<file path="config.mk">
export PLATFORM = sky130hd
export DESIGN_NAME = sgts_trigger_select
export DESIGN_NICKNAME = d
export VERILOG_FILES = /design/src/hw/sgts_pkg.sv /design/src/hw/sgts_sync2.sv /design/src/hw/sgts_trigger_select.sv
export VERILOG_INCLUDE_DIRS = /design/src /design/src/hw
export SDC_FILE = /design/constraint.sdc
export NUM_CORES = 1
export LEC_CHECK = 0
export ABC_CLOCK_PERIOD_IN_PS = 4450
export BUFFER_PORTS_ARGS = -buffer_cell sky130_fd_sc_hd__buf_2
export CORE_ASPECT_RATIO = 1.2
export CORE_MARGIN = 1.5
export CORE_UTILIZATION = 50
export CTS_CLUSTER_DIAMETER = 200
export CTS_CLUSTER_SIZE = 8
export DETAILED_ROUTE_END_ITERATION = 8
export PLACE_DENSITY_LB_ADDON = 0.3
export SLEW_MARGIN = 5
export SYNTH_ARGS = -nofsm -noshare
export SYNTH_HDL_FRONTEND = slang
export SYNTH_SLANG_ARGS = --single-unit
</file>
<file path="constraint.sdc">
create_clock -name clock -period 4.45 [get_ports clock]
set_input_delay 0.89 -clock clock [delete_from_list [all_inputs] [get_ports clock]]
set_output_delay 0.89 -clock clock [all_outputs]
set_load 0.01 [all_outputs]
</file>
<file path="src/hw/sgts_consts.svh">
// Constants for the transfer group trigger selection block
`ifndef SGTS_CONSTS_SVH
`define SGTS_CONSTS_SVH
`define SGTS_GROUPS 8
`define SGTS_SRC_W 4
`define SGTS_EVT_W 2
`define SGTS_PORT_PINS 8
`define SGTS_TIMER_CH 6
`define SGTS_SRC_NONE 4'h0
`define SGTS_SRC_PORT_FIRST 4'h1
`define SGTS_SRC_PORT_LAST 4'h8
`define SGTS_SRC_TIMER_FIRST 4'h9
`define SGTS_SRC_TIMER_LAST 4'he
`define SGTS_SRC_TICK 4'hf
`define SGTS_SRC_COUNT 15
`endif

</file>
<file path="src/hw/sgts_pkg.sv">
// Types for the transfer group trigger selection block
`include "sgts_consts.svh"
package sgts_pkg;
    typedef enum logic [1:0] {
        SGTS_EVT_OFF = 2'b00,
        SGTS_EVT_RISE = 2'b01,
        SGTS_EVT_FALL = 2'b10,
        SGTS_EVT_LOW = 2'b11
    } sgts_evt_t;
endpackage

</file>
<file path="src/hw/sgts_sync2.sv">
// Two flip-flop synchroniser for a bus of independent levels
`timescale 1ns/1ps
module sgts_sync2 #(
    parameter int W = 1
) (
    input wire logic clock,
    input wire logic rst_n,
    input wire logic [W-1:0] din,
    output logic [W-1:0] dout
);
    logic [W-1:0] meta_r;
    logic [W-1:0] meta_nxt;
    logic [W-1:0] sync_r;
    logic [W-1:0] sync_nxt;

    always_comb begin
        meta_nxt = din;
        sync_nxt = meta_r;
    end

    always_ff @(posedge clock or negedge rst_n) begin
        if (!rst_n) begin
            meta_r <= '0;
            sync_r <= '0;
        end else begin
            meta_r <= meta_nxt;
            sync_r <= sync_nxt;
        end
    end

    assign dout = sync_r;
endmodule // sgts_sync2

</file>
<file path="src/hw/sgts_trigger_select.sv">
// Trigger source selection and event qualification for all transfer groups
`timescale 1ns/1ps
module sgts_trigger_select
    import sgts_pkg::*;
(
    input wire logic clock,
    input wire logic rst_n,
    input wire logic [`SGTS_PORT_PINS-1:0] generalPortAIn,
    input wire logic [`SGTS_TIMER_CH-1:0] highEndTimerOneOut,
    input wire logic tickIn,
    input wire logic [`SGTS_GROUPS*`SGTS_SRC_W-1:0] triggerSourceSelect,
    input wire logic [`SGTS_GROUPS*`SGTS_EVT_W-1:0] triggerEventSelect,
    output logic [`SGTS_GROUPS-1:0] groupTrigger,
    output logic [`SGTS_GROUPS-1:0] groupTriggerLevel
);
    localparam int NSRC = `SGTS_SRC_COUNT;

    ////////////////////////////////////////////////////////////////////////////
    // Reset release
    logic rstMeta_r;
    logic rstSync_r;
    logic rstSyncN;

    always_ff @(posedge clock or negedge rst_n) begin
        if (!rst_n) begin
            rstMeta_r <= 1'b0;
            rstSync_r <= 1'b0;
        end else begin
            rstMeta_r <= 1'b1;
            rstSync_r <= rstMeta_r;
        end
    end
    assign rstSyncN = rstSync_r;

    ////////////////////////////////////////////////////////////////////////////
    // Source vector: index 0 is code 1. Pins are the pad value after the input
    // buffer and timers the boundary value, so no routing is needed here.
    logic [NSRC-1:0] rawSrc;
    logic [NSRC-1:0] syncSrc;

    assign rawSrc = {tickIn, highEndTimerOneOut, generalPortAIn};

    // All sources share one synchroniser so each group sees the same sample
    sgts_sync2 #(.W(NSRC)) uSync (
        .clock(clock),
        .rst_n(rstSyncN),
        .din(rawSrc),
        .dout(syncSrc)
    );

    ////////////////////////////////////////////////////////////////////////////
    // Selection
    function automatic logic selSrc(input logic [`SGTS_SRC_W-1:0] code,
                                    input logic [NSRC-1:0] v);
        logic r;
        r = 1'b0;
        if (code != `SGTS_SRC_NONE) begin
            r = v[code - `SGTS_SRC_PORT_FIRST];
        end
        return r;
    endfunction

    logic [`SGTS_GROUPS-1:0] selNow;
    logic [`SGTS_GROUPS-1:0] selPrev_r;
    logic [`SGTS_GROUPS-1:0] selPrev_nxt;
    logic [`SGTS_GROUPS-1:0] trig_r;
    logic [`SGTS_GROUPS-1:0] trig_nxt;
    logic [`SGTS_GROUPS-1:0] lvl_r;
    logic [`SGTS_GROUPS-1:0] lvl_nxt;
    logic [`SGTS_GROUPS*`SGTS_SRC_W-1:0] srcPrev_r;
    logic [`SGTS_GROUPS*`SGTS_SRC_W-1:0] srcPrev_nxt;

    always_comb begin
        selNow = '0;
        trig_nxt = '0;
        lvl_nxt = '0;
        srcPrev_nxt = triggerSourceSelect;
        for (int g = 0; g < `SGTS_GROUPS; g++) begin
            sgts_evt_t ev;
            logic chg;
            ev = sgts_evt_t'(triggerEventSelect[g*`SGTS_EVT_W +: `SGTS_EVT_W]);
            // A change of source must not look like an edge
            chg = triggerSourceSelect[g*`SGTS_SRC_W +: `SGTS_SRC_W]
                != srcPrev_r[g*`SGTS_SRC_W +: `SGTS_SRC_W];
            selNow[g] = selSrc(triggerSourceSelect[g*`SGTS_SRC_W +: `SGTS_SRC_W],
                               syncSrc);
            if (triggerSourceSelect[g*`SGTS_SRC_W +: `SGTS_SRC_W] != `SGTS_SRC_NONE) begin
                unique case (ev)
                    SGTS_EVT_OFF: begin
                        trig_nxt[g] = 1'b0;
                    end
                    SGTS_EVT_RISE: begin
                        trig_nxt[g] = selNow[g] & ~selPrev_r[g] & ~chg;
                    end
                    SGTS_EVT_FALL: begin
                        trig_nxt[g] = ~selNow[g] & selPrev_r[g] & ~chg;
                    end
                    SGTS_EVT_LOW: begin
                        trig_nxt[g] = ~selNow[g];
                        lvl_nxt[g] = ~selNow[g];
                    end
                endcase
            end
        end
        selPrev_nxt = selNow;
    end

    always_ff @(posedge clock or negedge rstSyncN) begin
        if (!rstSyncN) begin
            selPrev_r <= '0;
            trig_r <= '0;
            lvl_r <= '0;
            srcPrev_r <= '0;
        end else begin
            selPrev_r <= selPrev_nxt;
            trig_r <= trig_nxt;
            lvl_r <= lvl_nxt;
            srcPrev_r <= srcPrev_nxt;
        end
    end

    assign groupTrigger = trig_r;
    assign groupTriggerLevel = lvl_r;

    ////////////////////////////////////////////////////////////////////////////
    // Checks
    property p_none_never_fires;
        @(posedge clock) disable iff (!rstSyncN)
        (triggerSourceSelect[3:0] == `SGTS_SRC_NONE) |=> !groupTrigger[0];
    endproperty
    a_none_never_fires: assert property (p_none_never_fires)
        else $error("group 0 fired with no source");

    property p_none_level;
        @(posedge clock) disable iff (!rstSyncN)
        (triggerSourceSelect[31:28] == `SGTS_SRC_NONE) |=> !groupTriggerLevel[7];
    endproperty
    a_none_level: assert property (p_none_level)
        else $error("group 7 held a level with no source");

    property p_rise_fires;
        @(posedge clock) disable iff (!rstSyncN)
        (triggerEventSelect[3:2] == SGTS_EVT_RISE && $stable(triggerSourceSelect[7:4])
         && triggerSourceSelect[7:4] == 4'h1 && $rose(syncSrc[0])) |=> groupTrigger[1];
    endproperty
    a_rise_fires: assert property (p_rise_fires)
        else $error("rising edge on pin 0 missed");

    property p_fall_fires;
        @(posedge clock) disable iff (!rstSyncN)
        (triggerEventSelect[5:4] == SGTS_EVT_FALL && $stable(triggerSourceSelect[11:8])
         && triggerSourceSelect[11:8] == 4'h3 && $fell(syncSrc[2])) |=> groupTrigger[2];
    endproperty
    a_fall_fires: assert property (p_fall_fires)
        else $error("falling edge on pin 2 missed");

    // Reselecting a source must not start a group on the jump between sources
    property p_reselect_quiet;
        @(posedge clock) disable iff (!rstSyncN)
        (triggerEventSelect[3:2] == SGTS_EVT_RISE && !$stable(triggerSourceSelect[7:4]))
        |=> !groupTrigger[1];
    endproperty
    a_reselect_quiet: assert property (p_reselect_quiet)
        else $error("group 1 fired on a change of source");

    property p_low_level;
        @(posedge clock) disable iff (!rstSyncN)
        (triggerEventSelect[11:10] == SGTS_EVT_LOW && triggerSourceSelect[23:20] == 4'hf
         && !syncSrc[14]) |=> groupTriggerLevel[5];
    endproperty
    a_low_level: assert property (p_low_level)
        else $error("low level on tick not seen");

    // The synchroniser refills for two edges after reset, so history starts later
    property p_timer_map;
        @(posedge clock) disable iff (!rstSyncN)
        ($past(rstSyncN, 2) && triggerSourceSelect[19:16] == 4'h9
         && triggerEventSelect[9:8] == SGTS_EVT_LOW)
        |=> groupTrigger[4] != $past(highEndTimerOneOut[0], 3);
    endproperty
    a_timer_map: assert property (p_timer_map)
        else $error("timer code 9 mapped wrongly");

    property p_sync_delay;
        @(posedge clock) disable iff (!rstSyncN)
        $past(rstSyncN, 2) |-> syncSrc == $past(rawSrc, 2);
    endproperty
    a_sync_delay: assert property (p_sync_delay)
        else $error("source not two stages late");

    property p_pulse_one;
        @(posedge clock) disable iff (!rstSyncN)
        (groupTrigger[3] && triggerEventSelect[7:6] == SGTS_EVT_RISE
         && $stable(triggerEventSelect[7:6])) |=> !groupTrigger[3];
    endproperty
    a_pulse_one: assert property (p_pulse_one)
        else $error("edge trigger longer than one cycle");

    property p_off_quiet;
        @(posedge clock) disable iff (!rstSyncN)
        (triggerEventSelect[13:12] == SGTS_EVT_OFF) |=> !groupTrigger[6];
    endproperty
    a_off_quiet: assert property (p_off_quiet)
        else $error("disabled group fired");

    property p_port_pin;
        @(posedge clock) disable iff (!rstSyncN)
        (triggerSourceSelect[27:24] == 4'h8 && triggerEventSelect[13:12] == SGTS_EVT_LOW
         && !syncSrc[7]) |=> groupTrigger[6];
    endproperty
    a_port_pin: assert property (p_port_pin)
        else $error("port pin 7 low not seen");

    c_rise: cover property (@(posedge clock) disable iff (!rstSyncN) $rose(groupTrigger[0]));
    c_level: cover property (@(posedge clock) disable iff (!rstSyncN) groupTriggerLevel[5]);
    c_fall: cover property (@(posedge clock) disable iff (!rstSyncN) $rose(groupTrigger[2]));
    c_timer: cover property (@(posedge clock) disable iff (!rstSyncN) groupTrigger[4]);
    c_all: cover property (@(posedge clock) disable iff (!rstSyncN) &groupTrigger);
endmodule // sgts_trigger_select

</file>
Yosys cells after proc, flatten, opt, wreduce, memory -nomap -nowiden --
Index checks and enable logic that the tools add are counted. W data, S select, Z words.
Storage, ports and cells: memory bits (read-only) 0, input bits 65, bits in latches 0, RAM bits 0, memories 0, register bits 88, output and inout port bits 16, logic and storage cells 184
Cells by class: muxes and demuxes 56, bitwise gates (word level) 56, equality and inequality tests 32, divide/modulo/power cells 0, $mul 0, shift-type cells 0, reductions and logical operators 16, $add $sub $neg 8, $lt $le $gt $ge 8
Operators with widths (number):
- $lt A4 B5 Y1 const B | 8
- $mux W1 | 40
- $and A1 B1 Y1 | 32
- $bmux W1 S4 | 8
- $eq A2 B2 Y1 const B | 16
- $ne A4 B4 Y1 | 8
- $pmux W1 S4 | 8
- $reduce_bool A4 Y1 | 8
- $sub A4 B1 Y4 const B | 8
- $not A1 Y1 | 24
- $eq A2 B1 Y1 const B | 8
- $logic_not A2 Y1 | 8

Logic depth before layout (Yosys ltp) --
word-level depth 9, depth in mapped cells 10, mapped depth without buffers 8

Modules after synthesis --
Synthesis repeated with hierarchy kept, for this count alone.
Unflattened totals: cells, all modules 492, area, all modules 5301.3 sq um
By module, submodules not included:
- sgts_trigger_select | seq. area each 1451.4 sq um, area each 4550.6 sq um, cells each 462, instances 1
- sgts_sync2 | seq. area each 750.7 sq um, area each 750.7 sq um, cells each 30, instances 1

Least setup slack after synthesis --
Ideal clock, no wire load.
path type input to register, start point input port triggerSourceSelect[8], end point register lvl_r[2], in the netlist groupTriggerLevel[2], required time 4.362 ns, buffers on the path 2, path slack 1.636 ns, setup time 0.088 ns, stages 10, arrival time 2.726 ns, cells stage by stage buf_4 -> inv_2 -> ha_1 -> buf_2 -> mux2_1 -> nor2_1 -> a21oi_1 -> a2111oi_0 -> nor4_2 -> nor3b_1
Between the ends: longest elaborated chain between the ends 7, elaborated cells on any way between the ends 8, classes of those cells 1 x add/sub; 5 x mux; 1 x bitwise; 1 x reduce/logical
RTL lines:
- start: declaration | RTL line sgts_trigger_select.sv:11 | input wire logic [`SGTS_GROUPS*`SGTS_SRC_W-1:0] triggerSourceSelect,
- $sub A4 B1 Y4 (no line)
- $bmux W1 S4 | RTL line sgts_trigger_select.sv:58 | r = v[code - `SGTS_SRC_PORT_FIRST];
- $mux W1 | RTL line sgts_trigger_select.sv:58
- $mux W1 (*) | RTL line sgts_trigger_select.sv:57 | if (code != `SGTS_SRC_NONE) begin
- via selNow[2] | RTL line sgts_trigger_select.sv:63 | logic [`SGTS_GROUPS-1:0] selNow;
- $not A1 Y1 (*) | RTL line sgts_trigger_select.sv:100 | lvl_nxt[g] = ~selNow[g];
- $mux W1 (*) | RTL line sgts_trigger_select.sv:88 | unique case (ev)
- $mux W1 (*) | RTL line sgts_trigger_select.sv:87 | if (triggerSourceSelect[g*`SGTS_SRC_W +: `SGTS_SRC_W] != `SGTS_SRC_NONE) begin
- via lvl_nxt[2] | RTL line sgts_trigger_select.sv:69 | logic [`SGTS_GROUPS-1:0] lvl_nxt;
- end signal: assignment | RTL line sgts_trigger_select.sv:117 | lvl_r <= lvl_nxt;
- end: declaration | RTL line sgts_trigger_select.sv:68 | logic [`SGTS_GROUPS-1:0] lvl_r;
The timed path passes the listed nets; every way through them passes the cells marked *. The select of a mux whose other input is x is not followed.

Worst setup path in the final report --
Ends and elaborated chain as after synthesis.

==> out/metrics.yaml <==
grt_pass1_vias: 3866
start_util_pct: 50.9
cts_tree: "yes"
final_hold_viol_count: 0
setup_viol: 0
cts.htree.levels: 3
grt_pass1_wl_um: 17600
fp.dieH_um: 116
peakVddDrop_v: 0.000220
cellLeakagePower_nw: 2.86
yosys-top-cells-count: "dfrtp_1, inv_1, mux2i_1"
path_cells: "buf_2 -> inv_2 -> ha_1 -> mux2_1 -> nor2_1 -> a21oi_1 -> a2111oi_0 -> nor4_2 -> nor3b_1"
first_iter_violations: 247
path_class: "input port to register"
tightest_slew_ns: 1.08
die_x_um: 97.0
multi_input_area_mm2: 0.00276
clock_skew_ns: 0.00403
synth_cell_types: 46
grt_usage_pct: 19.4
worst_setup_path_end_kind: "register"
maxCapViolCount: 0
pin_count: 81
fin_crit_ns: 2.86
cts_resized: 0
slew_violations: 0
nNetsFinal: 648
synth-async-reset-ratio_pct: 100
antenna_found_initial: 0
root_buffer: "clkbuf_16"
syn_avg_cell_area_um2: 10.8
rsz0062_at_grt: "false"
yosys_warnings: 0
portBuffers: 80
synth-seq-cells: 88
synth_edf_count: 0
vias: 3764
area_delta_synth_final_pct: 13.0
synthCells: 492
hold_buffers: 0
drc: 0
total_power_mw: 2.00
rr_worst_depth: 6
synth_most_common_cell: "dfrtp_1"
critPathMaxStageDelay_ns: 0.63
grt_max_degree: 87
p_per_area_mw_per_mm2: 334
wl_per_cell_um: 15.0
synth_top_area_share_pct: 41.5
dp_hpwl_um: 7350
whs_ns: 0.309
regArea_mm2: 0.00221
ys_seq_area_share_pct: 41.5
drive_above_1_share_pct: 23.9
cts.sinks: 88
syn_area_mm2: 0.00530
rows: 41
fillers: 926
dr.pass1.iters: 5
path_clk_slew_ns: 0.07
outcome: "finished clean"
synth_ff_type: "dfrtp_1"
critPathSlowestCell: "a2111oi_0"
finalCritPeriodShare_pct: 64.3
cts_made_buffers: 9
antenna_left: 0
gp_congestion: 0.877
yosys-top-cells-area: "dfrtp_1, mux4_2, ha_1"
overflow: 0
required_ns: 4.72
synth_nets: 589
core-area_mm2: 0.0104
die_area_mm2: 0.0112
routed_via_density: 5.49
slew_headroom_pct: 28.3
cp_max_fo: 8
wl_um: 10200
synth_area_leader_cell: "dfrtp_1"
clk_latency_ns: 0.35
min_path_type: "input port to asynchronous set/reset pin"
antenna_cells: 0
cts_setup_buffers: 0
cp_data_arrival_time_ns: 3.13
critPathLaunchType: "input port"
fmax_ghz: 0.350
clock_path_buffers: 2
setup_tns_ns: 0
[cells in the final DEF (no fill, tap or decap), types with 4 or more instances in the layout]
master and n:
nor2_1 22, mux2i_1 39, maj3_2 4, and3b_1 4, nor4b_1 4, a211oi_2 4
xnor2_1 15, clkbuf_16 9, nor3b_1 8, nand2_1 31, ha_1 32, xor2_1 29
inv_1 44, o21ai_0 17, o21ai_2 4, and3_1 9, nand3b_1 10, a21oi_1 4
nor4_1 13, buf_2 80, dfrtp_1 87, nand3_1 10, a41oi_1 4, a31oi_1 5
mux4_2 18, nor3_1 20
[worst max-delay path: cells and delay by family]
family | cells | cell delay, ns
AO/OA/AOI/OAI | 2 | 0.68
AND/OR/NAND/NOR | 3 | 0.48
buffers and inverters | 2 | 0.27
multiplexers | 1 | 0.38
adder cells (fa/ha/maj) | 1 | 0.42
[path summary, 6_finish.rpt]
check | from | endpoint | slack (ns)
max | triggerSourceSelect[8] | groupTriggerLevel[2]$_DFF_PN0_ | 1.59
min | rst_n | rstSyncN$_DFF_PN0_ | 0.31
max reg2reg | uSync.dout[7]$_DFF_PN0_ | groupTriggerLevel[2]$_DFF_PN0_ | 2.33
min reg2reg | uSync.meta_r[5]$_DFF_PN0_ | uSync.dout[5]$_DFF_PN0_ | 0.35
max in group asynchronous | rstSyncN$_DFF_PN0_ | groupTriggerLevel[6]$_DFF_PN0_ | 3.22
min in group clock | uSync.meta_r[5]$_DFF_PN0_ | uSync.dout[5]$_DFF_PN0_ | 0.35
[area by class of cell]
class	instances	share of cell area (%)
multi-input combinational	327	46.1
sequential	88	36.8
timing repair buffer	80	6.68
clock buffer	9	3.76
inverter	45	2.82
tap	129	2.69
clock inverter	7	1.15
[state kept, by name, indices dropped and copies added (netlist names)]
signal / cells
uSync.dout: 15
uSync.meta_r: 15
groupTrigger: 8
groupTriggerLevel: 8
rstMeta_r: 1
rstSyncN: 1
selPrev_r: 8
srcPrev_r: 32
[per-stage QoR]
stage / util [%] / instances / cell area [um^2] / setup WS (ns)
floorplan: - / 492 / 5300 / 1.64
global placement: 54.7 / 669 / 5700 / 1.46
detailed placement: 54.7 / 669 / 5700 / 1.32
CTS: 57.5 / 685 / 5990 / 1.59
global route: 57.5 / 685 / 5990 / 1.36
finish: 57.5 / 685 / 5990 / 1.59
[logic make-up after synthesis]
group	after synthesis	share of synthesized area, %
and+or+nand+nor	134	13.5
DFF	88	41.5
buffers and inverters	77	6.40
muxes	61	15.9
AOI/OAI and AO/OA	50	6.75
xor gates and xnor gates	44	7.27
adders and majority gates	37	8.59
other	1	0.0707
[metal layers]
metal	up-vias	track usage (%)	share of wire (%)
met5	-	0	0
met4	0	8.89	2.3
met3	18	3.98	5.2
met2	109	33.5	51
met1	1797	23.8	42
li1	1840	-	-
[power breakdown]
| part | leakage (nW) | switching, mW | internal [mW] |
|---|---|---|---|
| clock network | 0.146 | 0.347 | 0.396 |
| logic | 1.66 | 0.184 | 0.172 |
| registers | 1.05 | 0.0518 | 0.852 |
| total | 2.86 | 0.583 | 1.42 |
Note: power is estimated with default switching activity, not from simulation.
